===== config.mk =====
export PLATFORM = sky130hd
export DESIGN_NAME = sbad_top
export DESIGN_NICKNAME = d
export VERILOG_FILES = /design/src/rtl/sbad_pkg.sv /design/src/rtl/sbad_top.sv /design/src/rtl/sbad_window.sv
export SDC_FILE = /design/constraint.sdc
export NUM_CORES = 1
export LEC_CHECK = 0
export BUFFER_PORTS_ARGS = -buffer_cell sky130_fd_sc_hd__buf_2
export CORE_MARGIN = 4
export CORE_UTILIZATION = 40
export CTS_BUF_LIST = sky130_fd_sc_hd__clkbuf_4 sky130_fd_sc_hd__clkbuf_8 sky130_fd_sc_hd__clkbuf_16
export CTS_CLUSTER_DIAMETER = 80
export DETAILED_ROUTE_END_ITERATION = 16
export GPL_ROUTABILITY_DRIVEN = 0
export GPL_TIMING_DRIVEN = 0
export HOLD_SLACK_MARGIN = 0.03
export PLACE_DENSITY = 0.6
export SLEW_MARGIN = 25
export SYNTH_ARGS = -nofsm -noshare
export SYNTH_HDL_FRONTEND = slang
export SYNTH_HIERARCHICAL = 1
export SYNTH_SLANG_ARGS = --single-unit

===== constraint.sdc =====
create_clock -name CLK -period 5.51 [get_ports CLK]
set_input_delay 0.2755 -clock CLK [delete_from_list [all_inputs] [get_ports CLK]]
set_output_delay 0.2755 -clock CLK [all_outputs]
set_load 0.01 [all_outputs]

===== src/rtl/sbad_pkg.sv =====
// shared constants for the strap boot and address decoder
package sbad_pkg;

  // ==========================================================
  // clock and timing
  localparam int CLK_KHZ = 10000;
  // current source settling time before a strap is converted
  localparam int SETTLE_US = 100;
  localparam int SETTLE_CYC = (SETTLE_US * CLK_KHZ + 999) / 1000;

  // ==========================================================
  // measurement converter defaults
  localparam int ADC_W_DEF = 10;
  localparam int ADC_FS_MV_DEF = 2500;

  // ==========================================================
  // strap pin order in the measurement sequence
  localparam logic [1:0] PIN_MAIN_BOOT = 2'h0;
  localparam logic [1:0] PIN_AUX_BOOT = 2'h1;
  localparam logic [1:0] PIN_ADDR = 2'h2;
  localparam int PIN_CNT = 3;

  // ==========================================================
  // decision windows in mV, midway between nominal pin voltages (10 uA test current)
  localparam int BOOT_THR_N = 6;
  localparam int BOOT_THR_MV [BOOT_THR_N] = '{175, 350, 575, 825, 1100, 1450};
  // above this the strap is tied to the supply: aux rail off
  localparam int AUX_OFF_MV = 2000;
  localparam int AUX_THR_N = 7;
  localparam int AUX_THR_MV [AUX_THR_N] = '{175, 350, 575, 825, 1100, 1450, 2000};
  localparam logic [3:0] AUX_OFF_IDX = 4'h7;
  localparam int SGL_THR_N = 8;
  localparam int SGL_THR_MV [SGL_THR_N] = '{160, 290, 435, 595, 795, 1055, 1400, 1900};

  // ==========================================================
  // boot voltage codes for 0, 0.9, 1.0, 1.1, 1.2, 1.35, 1.5 V
  localparam logic [7:0] BOOT_VID [7] = '{8'h00, 8'h83, 8'h97, 8'hab, 8'hbf, 8'hdd, 8'hfb};
  localparam logic [7:0] VID_OFF = 8'h00;
  localparam logic [3:0] ADDR_RST = 4'h0;

  // millivolts to converter code
  function automatic int mv_to_code(input int mv, input int w, input int fs_mv);
    return (mv * ((1 << w) - 1)) / fs_mv;
  endfunction : mv_to_code

endpackage : sbad_pkg


===== src/rtl/sbad_top.sv =====
// power-up strap loader: measures boot and address straps, latches the settings
`timescale 1ns/1ps

// What this block does
// decode each rail's boot strap resistor into one of seven boot voltages
// aux strap at supply disables aux rail and its bus address
// source test current into address strap, then measure pin voltage
// latch decoded address at start-up and never change it afterwards
// aux enabled: seven resistors give even main addresses, aux address one higher
// aux disabled: nine resistors give main addresses 0000 through 1000
// targets hold boot voltage until a set command; zero boot waits for command
// boot setting is reported as a VID code, 97h meaning 1.0 V
// classify each sample by windows midway between nominal strap voltages
module sbad_top #(
  parameter int ADC_W = sbad_pkg::ADC_W_DEF,
  parameter int ADC_FS_MV = sbad_pkg::ADC_FS_MV_DEF
) (
  // clock and reset
  input wire logic CLK,
  input wire logic RSTN,
  // strap measurement
  output logic [2:0] ISRC_EN,
  output logic [1:0] ADC_SEL,
  output logic ADC_START,
  input wire logic ADC_DONE,
  input wire logic [ADC_W-1:0] ADC_DATA,
  // set-voltage commands from the serial bus logic
  input wire logic SET_VID_STB,
  input wire logic SET_VID_AUX,
  input wire logic [7:0] SET_VID_CODE,
  // latched configuration
  output logic CFG_VALID,
  output logic AUX_EN,
  output logic [7:0] MAIN_BOOT_VID,
  output logic [7:0] AUX_BOOT_VID,
  output logic [3:0] MAIN_ADDR,
  output logic [3:0] AUX_ADDR,
  output logic AUX_ADDR_EN,
  // ramp targets
  output logic [7:0] MAIN_TARGET,
  output logic MAIN_TARGET_VALID,
  output logic [7:0] AUX_TARGET,
  output logic AUX_TARGET_VALID
);

  generate
    if (ADC_W < 8 || ADC_W > 16 || ADC_FS_MV <= sbad_pkg::AUX_OFF_MV) begin : g_bad_cfg
      $error("sbad_top: converter width or full scale cannot resolve the straps");
    end
  endgenerate

  // ==========================================================
  // sequencer
  typedef enum logic [1:0] {S_SETTLE, S_CONV, S_WAIT, S_DONE} sbad_state_t;

  localparam logic [10:0] SETTLE_LAST = 11'(sbad_pkg::SETTLE_CYC - 1);

  sbad_state_t state_r, state_nxt;
  logic [1:0] pin_r, pin_nxt;
  logic [10:0] cnt_r, cnt_nxt;
  logic [ADC_W-1:0] smp_r [sbad_pkg::PIN_CNT];

  wire settle_end = (state_r == S_SETTLE) && (cnt_r == SETTLE_LAST);
  wire conv_taken = (state_r == S_WAIT) && ADC_DONE;
  wire last_pin = (pin_r == sbad_pkg::PIN_ADDR);

  always_comb begin
    state_nxt = state_r;
    pin_nxt = pin_r;
    cnt_nxt = 11'h000;
    case (state_r)
      S_SETTLE: begin
        cnt_nxt = cnt_r + 11'h001;
        if (settle_end) begin
          state_nxt = S_CONV;
        end
      end
      S_CONV: begin
        state_nxt = S_WAIT;
      end
      S_WAIT: begin
        if (ADC_DONE) begin
          state_nxt = last_pin ? S_DONE : S_SETTLE;
          pin_nxt = last_pin ? pin_r : pin_r + 2'h1;
        end
      end
      S_DONE: begin
        state_nxt = S_DONE;
      end
      default: begin
        state_nxt = S_SETTLE;
      end
    endcase
  end

  always_ff @(posedge CLK or negedge RSTN) begin
    if (!RSTN) begin
      state_r <= S_SETTLE;
      pin_r <= sbad_pkg::PIN_MAIN_BOOT;
      cnt_r <= 11'h000;
    end else begin
      state_r <= state_nxt;
      pin_r <= pin_nxt;
      cnt_r <= cnt_nxt;
    end
  end

  // test current flows from settle through conversion end, one pin at a time
  wire src_on = (state_r != S_DONE);
  assign ISRC_EN = src_on ? (3'h1 << pin_r) : 3'h0;
  assign ADC_SEL = pin_r;
  assign ADC_START = (state_r == S_CONV);

  genvar gp;
  generate
    for (gp = 0; gp < sbad_pkg::PIN_CNT; gp++) begin : g_smp
      always_ff @(posedge CLK or negedge RSTN) begin
        if (!RSTN) begin
          smp_r[gp] <= '0;
        end else if (conv_taken && pin_r == 2'(gp)) begin
          smp_r[gp] <= ADC_DATA;
        end
      end
    end
  endgenerate

  // ==========================================================
  // decoding
  logic [3:0] main_idx, aux_idx, dual_idx, sgl_idx;

  sbad_window #(.N(sbad_pkg::BOOT_THR_N), .ADC_W(ADC_W), .FS_MV(ADC_FS_MV),
    .THR_MV(sbad_pkg::BOOT_THR_MV)) u_main (.sample(smp_r[sbad_pkg::PIN_MAIN_BOOT]),
    .idx(main_idx));
  sbad_window #(.N(sbad_pkg::AUX_THR_N), .ADC_W(ADC_W), .FS_MV(ADC_FS_MV),
    .THR_MV(sbad_pkg::AUX_THR_MV)) u_aux (.sample(smp_r[sbad_pkg::PIN_AUX_BOOT]),
    .idx(aux_idx));
  sbad_window #(.N(sbad_pkg::BOOT_THR_N), .ADC_W(ADC_W), .FS_MV(ADC_FS_MV),
    .THR_MV(sbad_pkg::BOOT_THR_MV)) u_dual (.sample(smp_r[sbad_pkg::PIN_ADDR]),
    .idx(dual_idx));
  sbad_window #(.N(sbad_pkg::SGL_THR_N), .ADC_W(ADC_W), .FS_MV(ADC_FS_MV),
    .THR_MV(sbad_pkg::SGL_THR_MV)) u_sgl (.sample(smp_r[sbad_pkg::PIN_ADDR]),
    .idx(sgl_idx));

  wire aux_on = (aux_idx != sbad_pkg::AUX_OFF_IDX);
  wire [7:0] main_vid = sbad_pkg::BOOT_VID[main_idx[2:0]];
  wire [7:0] aux_vid = aux_on ? sbad_pkg::BOOT_VID[aux_idx[2:0]] : sbad_pkg::VID_OFF;
  // dual table steps by two so the aux rail can sit one above
  wire [3:0] addr_dec = aux_on ? {dual_idx[2:0], 1'b0} : sgl_idx;
  // load one cycle after the last sample lands, so the address decode already sees it
  wire load_cfg = (state_r == S_DONE) && !CFG_VALID;

  // ==========================================================
  // latched configuration, written once per reset
  always_ff @(posedge CLK or negedge RSTN) begin
    if (!RSTN) begin
      CFG_VALID <= 1'b0;
      AUX_EN <= 1'b0;
      MAIN_BOOT_VID <= sbad_pkg::VID_OFF;
      AUX_BOOT_VID <= sbad_pkg::VID_OFF;
      MAIN_ADDR <= sbad_pkg::ADDR_RST;
      AUX_ADDR <= sbad_pkg::ADDR_RST;
    end else if (load_cfg) begin
      // the address pin can be reused later; only this load ever writes it
      CFG_VALID <= 1'b1;
      AUX_EN <= aux_on;
      MAIN_BOOT_VID <= main_vid;
      AUX_BOOT_VID <= aux_vid;
      MAIN_ADDR <= addr_dec;
      AUX_ADDR <= addr_dec + 4'h1;
    end
  end

  assign AUX_ADDR_EN = CFG_VALID && AUX_EN;

  // ==========================================================
  // ramp targets
  always_ff @(posedge CLK or negedge RSTN) begin
    if (!RSTN) begin
      MAIN_TARGET <= sbad_pkg::VID_OFF;
      MAIN_TARGET_VALID <= 1'b0;
      AUX_TARGET <= sbad_pkg::VID_OFF;
      AUX_TARGET_VALID <= 1'b0;
    end else if (load_cfg) begin
      MAIN_TARGET <= main_vid;
      MAIN_TARGET_VALID <= (main_vid != sbad_pkg::VID_OFF);
      AUX_TARGET <= aux_vid;
      AUX_TARGET_VALID <= aux_on && (aux_vid != sbad_pkg::VID_OFF);
    end else if (CFG_VALID && SET_VID_STB) begin
      if (!SET_VID_AUX) begin
        MAIN_TARGET <= SET_VID_CODE;
        MAIN_TARGET_VALID <= 1'b1;
      end else if (AUX_EN) begin
        // a disabled aux rail ignores commands aimed at it
        AUX_TARGET <= SET_VID_CODE;
        AUX_TARGET_VALID <= 1'b1;
      end
    end
  end

  // ==========================================================
  // checks
  localparam logic [ADC_W-1:0] THR0_CODE =
    ADC_W'(sbad_pkg::mv_to_code(sbad_pkg::BOOT_THR_MV[0], ADC_W, ADC_FS_MV));
  localparam logic [ADC_W-1:0] THR5_CODE =
    ADC_W'(sbad_pkg::mv_to_code(sbad_pkg::BOOT_THR_MV[5], ADC_W, ADC_FS_MV));

  logic [10:0] src_age_r;
  always_ff @(posedge CLK or negedge RSTN) begin
    if (!RSTN) begin
      src_age_r <= 11'h000;
    end else if (state_r == S_SETTLE && cnt_r == 11'h000) begin
      src_age_r <= 11'h001;
    end else if (src_age_r != 11'h7ff) begin
      src_age_r <= src_age_r + 11'h001;
    end
  end
endmodule : sbad_top


===== src/rtl/sbad_window.sv =====
// sorts one converter sample into a table index by threshold windows
`timescale 1ns/1ps

module sbad_window #(
  parameter int N = 6,
  parameter int ADC_W = 10,
  parameter int FS_MV = 2500,
  parameter int THR_MV [N] = '{default: 0}
) (
  // sample in
  input wire logic [ADC_W-1:0] sample,
  // table index out
  output logic [3:0] idx
);

  generate
    if (N < 1 || N > 15) begin : g_bad_n
      $error("sbad_window: N must be 1..15");
    end
  endgenerate

  // ==========================================================
  // one comparator per window edge
  logic [N-1:0] above;

  genvar gi;
  generate
    for (gi = 0; gi < N; gi++) begin : g_cmp
      localparam logic [ADC_W-1:0] THR_CODE =
        ADC_W'(sbad_pkg::mv_to_code(THR_MV[gi], ADC_W, FS_MV));
      assign above[gi] = (sample >= THR_CODE);
    end
  endgenerate

  // thresholds rise monotonically, so the count of passed edges is the index
  always_comb begin
    idx = 4'h0;
    for (int i = 0; i < N; i++) begin
      idx = idx + {3'h0, above[i]};
    end
  end

endmodule : sbad_window


* Yosys cells after proc, flatten, opt, wreduce, memory -nomap -nowiden *
Memories as Yosys holds them, arrays and structs flattened.
Index checks and enable logic that the tools add are counted.

word-level totals
  register bits = 89
  ROM bits = 128
  input bits = 23
  output and inout bits = 51
  memories kept = 2

memory list
  name             words  width  rd ports  clocked after memory_dff  write ports  line             text
  (no name shown)  8      8      1         0                         0            sbad_top.sv:146  wire [7:0] aux_vid = aux_on ? sbad_pkg::BOOT_VID[aux_idx[2:0]] : sbad_pkg::VID_OFF;
  (no name shown)  8      8      1         0                         0            sbad_top.sv:145  wire [7:0] main_vid = sbad_pkg::BOOT_VID[main_idx[2:0]];

cells by class
  add/subtract/negate cells = 26
  $lt $le $gt $ge = 29
  eq/ne operators = 11
  shift-type cells = 1
  muxes and demuxes = 26
  bitwise operators = 3
  reduce and logical (&&, ||, !) cells = 21

operator list
  operator                                                             count
  2-to-1 mux 8 bit                                                     12
  greater-or-equal comparator 10 x 8 -> 1 bit (second input constant)  8
  greater-or-equal comparator 10 x 9 -> 1 bit (second input constant)  8
  greater-or-equal comparator 10 bit (second input constant)           6
  greater-or-equal comparator 10 x 7 -> 1 bit (second input constant)  5
  adder 4 x 1 -> 4 bit                                                 11
  adder 3 x 1 -> 3 bit                                                 8
  nonzero test 8 bit                                                   2
  adder 11 x 1 -> 11 bit (second input constant)                       1
  equality test 11 x 10 -> 1 bit (second input constant)               1
  2-to-1 mux 11 bit                                                    1
  logical AND 1 bit                                                    9
  adder 1 x 1 -> 2 bit                                                 4
  greater-or-equal comparator 4 bit (second input constant)            2
  inverter 3 -> 4 bit                                                  2
  one-hot mux 2 bit (4 select lines)                                   1
  2-to-1 mux 1 bit                                                     7
  equality test 2 bit (second input constant)                          3
  2-to-1 mux 2 bit                                                     3
  != test 2 bit (second input constant)                                3
  AND reduction 3 bit                                                  2
  nonzero test 2 bit                                                   3
  adder 4 x 1 -> 4 bit (second input constant)                         1
  equality test 2 x 1 -> 1 bit (second input constant)                 2
  10 further kinds                                                     12

* Depth between registers and ports, before layout *
  depth in word-level cells = 15
  gate-level depth with buffers = 18
  gate-level depth less buffers = 17

* Modules after synthesis *
The synthesis kept the hierarchy.

modules (own cells, without submodules)
  module                     times used  cells each  area each (sq um)  sequential area each (sq um)
  sbad_top                   1           331         3754.9             2177.1
  sbad_window at u_dual ...  2           27          214.0              0.0
  sbad_window at u_sgl       1           52          372.9              0.0
  sbad_window at u_aux       1           32          242.7              0.0

* Worst setup path after synthesis *
OpenSTA, ideal clock, no wires.

  path kind = reg-to-reg
  start = register smp_r[13] (netlist bit)
  end = register AUX_ADDR[2]
  arrival = 4.492 ns
  path slack = 0.936 ns
  stages on the path, launching flop included = 16
  buffers on the path = 2
  path through = dfrtp_1 > o41a_1 > o21a_1 > o31ai_1 > fa_1 > fa_1 > inv_1 > fa_1 > fa_1 > buf_2 > and4b_1 > buf_2 > mux2_2 > ha_1 > xor2_1 > o21ai_0

between the ends
  word-level cells in the longest chain between the ends = 10
  elaborated cells on any way between the ends = 16

ends and longest elaborated chain
  element                                                                                                            line               text
  from (decl)                                                                                                        sbad_top.sv:61     logic [ADC_W-1:0] smp_r [sbad_pkg::PIN_CNT];
  from (signal, indexed assignment)                                                                                  sbad_top.sv:119    smp_r[gp] <= '0;
  from (signal, indexed assignment)                                                                                  sbad_top.sv:121    smp_r[gp] <= ADC_DATA;
  greater-or-equal comparator 10 x 7 -> 1 bit / greater-or-equal comparator 10 x 8 -> 1 bit (equally long branches)  sbad_window.sv:31  assign above[gi] = (sample >= THR_CODE);
  adder 1 x 1 -> 2 bit                                                                                               sbad_window.sv:39  idx = idx + {3'h0, above[i]};
  adder 4 x 1 -> 4 bit (4 in series)                                                                                 sbad_window.sv:39
  adder 4 x 1 -> 4 bit *                                                                                             sbad_window.sv:39
  named net aux_idx[1]                                                                                               sbad_top.sv:129    logic [3:0] main_idx, aux_idx, dual_idx, sgl_idx;
  != test 4 x 3 -> 1 bit *                                                                                           sbad_top.sv:144    wire aux_on = (aux_idx != sbad_pkg::AUX_OFF_IDX);
  2-to-1 mux 4 bit *                                                                                                 sbad_top.sv:148    wire [3:0] addr_dec = aux_on ? {dual_idx[2:0], 1'b0} : sgl_idx;
  named net addr_dec[1]                                                                                              sbad_top.sv:148
  adder 4 x 1 -> 4 bit *                                                                                             sbad_top.sv:169    AUX_ADDR <= addr_dec + 4'h1;
  to (signal assigned)                                                                                               sbad_top.sv:161    AUX_ADDR <= sbad_pkg::ADDR_RST;
  to (signal assigned)                                                                                               sbad_top.sv:169
  to (decl)                                                                                                          sbad_top.sv:37     output logic [3:0] AUX_ADDR,

The timed path passes the listed nets; every way through them passes the cells marked *.
A chain may end at the register's enable or synchronous reset.

* Final worst setup path *
Same ends and word-level chain as after synthesis.

==> results_dict.tcl <==
set metrics [dict create \
    run_status "completed" \
    drt_iter0_drc 144 \
    grt_pass1_vias 3579 \
    cts_max_level 3 \
    max-cap-violations 0 \
    powerDensity_nw_per_um2 434 \
    die_w_um 117 \
    maxSlewHeadroom_pct 59.0 \
    vdd_drop_max_v 0.000277 \
    path_class "reg2reg" \
    vias 3712 \
    path_clk_slew_ps 60 \
    skew_ps 5.81 \
    critPathRequiredTime_ps 5770 \
    whs_path_depth 2 \
    setup_viol 0 \
    finalSetupTns_ps 0 \
    finalMaxSlewViolations 0 \
    drc 0 \
    post_drt_wl_per_cell_um 15.3 \
    worstMarginPinSlew_ps 613 \
    final_util_pct 48.8 \
    finalNonFillerCells 699 \
    row_count 39 \
    fmax_ghz 0.207 \
    clock_sinks 87 \
    viasPerCell 5.31 \
    rrSetupSlack_ps 670 \
    finalCritPeriodShare_pct 87.9 \
    synth_area_um2 4780 \
    initial_core_util_pct 41.3 \
    insertion_delay_ps 340 \
    rsz0062_at_grt "no" \
    post-route-min-period_ps 4840 \
    reg2reg_depth 15 \
    cts-root-buf "clkbuf_16" \
    grt_overflow 0 \
    worstPathMaxFanout 10 \
    io_buffer_count 73 \
    die_h_um 117 \
    r2r-end "AUX_ADDR[2]" \
    p_leak_nw 2.87 \
    first_pass_iters 6 \
    antenna_found_initial 0 \
    hold-path-endpoint "smp_r[12]" \
    track_usage_pct 16.3 \
    cp.arrival_ps 5100 \
    io_pins 74 \
    dp.cells 682 \
    cts_buffers 9 \
    grt_pass1_wl_mm 17.6 \
    critPathCaptureType "flop" \
    dpl.hpwl_mm 8.15 \
    r2r-start "smp_r[13]" \
    ctsHoldBuffers 1 \
    grt_max_degree 47 \
    cp-start-kind "flop" \
    die-area_um2 13800 \
    totalWireLength_mm 10.7 \
    drive_above_1_share_pct 25.9 \
    finalHoldViolCount 0 \
    antenna_left 0 \
    postCtsSetupBuffers 0 \
    syn-instance-count 465 \
    cts_tree "built" \
    ctsResizeCount 0 \
    syn_nets 512 \
    nFillCells 1092 \
    antenna_cells 0 \
    core_um2 11600 \
    syn2layout_area_growth_pct 18.1 \
    avgSynthCellArea_um2 10.3 \
    hold_start "ADC_DATA[2]" \
    ys.warnings.count 6 \
    clockBufferDepth 2 \
    nets 598 \
    hold_path_class "in2reg" \
]
-- cell usage in the layout, fill, tap and decap left out, types with 5 or more instances in the layout --
cell       count
dfrtp_1       87
buf_2         79
nand2_1       48
nor2_1        44
mux2_2        34
inv_1         25
o21ai_0       25
a21oi_1       17
fa_1          14
nand3_1       12
nor3_1        11
mux2i_1       10
o31ai_1       10
ha_1          10
clkbuf_16      9
clkbuf_1       7
and2_1         6
xor2_1         6
xnor2_1        6
a21o_1         6
nor2b_1        5
or2_2          5
nand4_1        5
a31oi_1        5
-- flip-flops by register name (all words and copies together) (netlist names) --
register and cells:
AUX_TARGET_VALID 1, state_r 2, AUX_ADDR 4, MAIN_TARGET_VALID 1, MAIN_ADDR 4, CFG_VALID 1, ADC_SEL 2, MAIN_BOOT_VID 7
MAIN_TARGET 8, AUX_EN 1, cnt_r 11, AUX_TARGET 8, smp_r 30, AUX_BOOT_VID 7
-- worst max path at each step --
| stage | startpoint | end | slack [ps] | cells after the start |
|---|---|---|---|---|
| floorplan | smp_r[13] | AUX_ADDR[2] | 940 | 15 |
| global placement | smp_r[13] | AUX_ADDR[2] | 750 | 15 |
| detailed placement | smp_r[13] | AUX_ADDR[2] | 670 | 15 |
| CTS | smp_r[13] | AUX_ADDR[2] | 660 | 15 |
| global route | smp_r[13] | AUX_ADDR[2] | 430 | 15 |
| finish | smp_r[13] | AUX_ADDR[2] | 670 | 15 |
-- cell type report --
type | instances | area [um^2] | area share (%)
Clock buffer | 13 | 255 | 4.53
Timing Repair Buffer | 75 | 409 | 7.26
Inverter | 25 | 93.8 | 1.66
Buffer | 20 | 110 | 1.95
Clock inverter | 3 | 20.0 | 0.355
Sequential cell | 87 | 2180 | 38.6
Multi-Input combinational cell | 333 | 2390 | 42.5
Tap cell | 143 | 179 | 3.17
-- worst max-delay path, stage by stage (launching register included) --
cell	delay, ps
dfrtp_1	410
o41a_1	430
o21a_1	190
o31ai_1	260
fa_1	490
fa_1	540
inv_1	50
fa_1	430
fa_1	480
buf_2	190
and4b_1	210
buf_2	210
mux2_2	370
ha_1	190
xor2_1	150
o21ai_0	140
-- routing by layer --
layer / vias up / share of wire, % / track usage (%)
met4: 0 / 1.7 / 5.43
met2: 86 / 46 / 25.1
li1: 1815 / - / -
met1: 1796 / 48 / 22.7
met3: 15 / 4.9 / 4.01
met5: - / 0 / 0
-- metrics by stage --
stage	power (mW)	setup slack, ps	instance area, um^2	hold slack, ps
after CTS	2.47	655	5640	209
after global placement	1.85	754	5320	436
after floorplan	1.60	936	4780	-20.1
after global routing	2.66	434	5640	213
after detailed placement	1.90	673	5350	215
final	2.45	669	5640	212
-- power by group --
| part | internal, mW | switching [mW] |
|---|---|---|
| sequential | 0.771 | 0.139 |
| combinational | 0.424 | 0.549 |
| clock | 0.325 | 0.239 |
| total | 1.52 | 0.927 |
No activity file was read; power rests on OpenSTA's default activity.
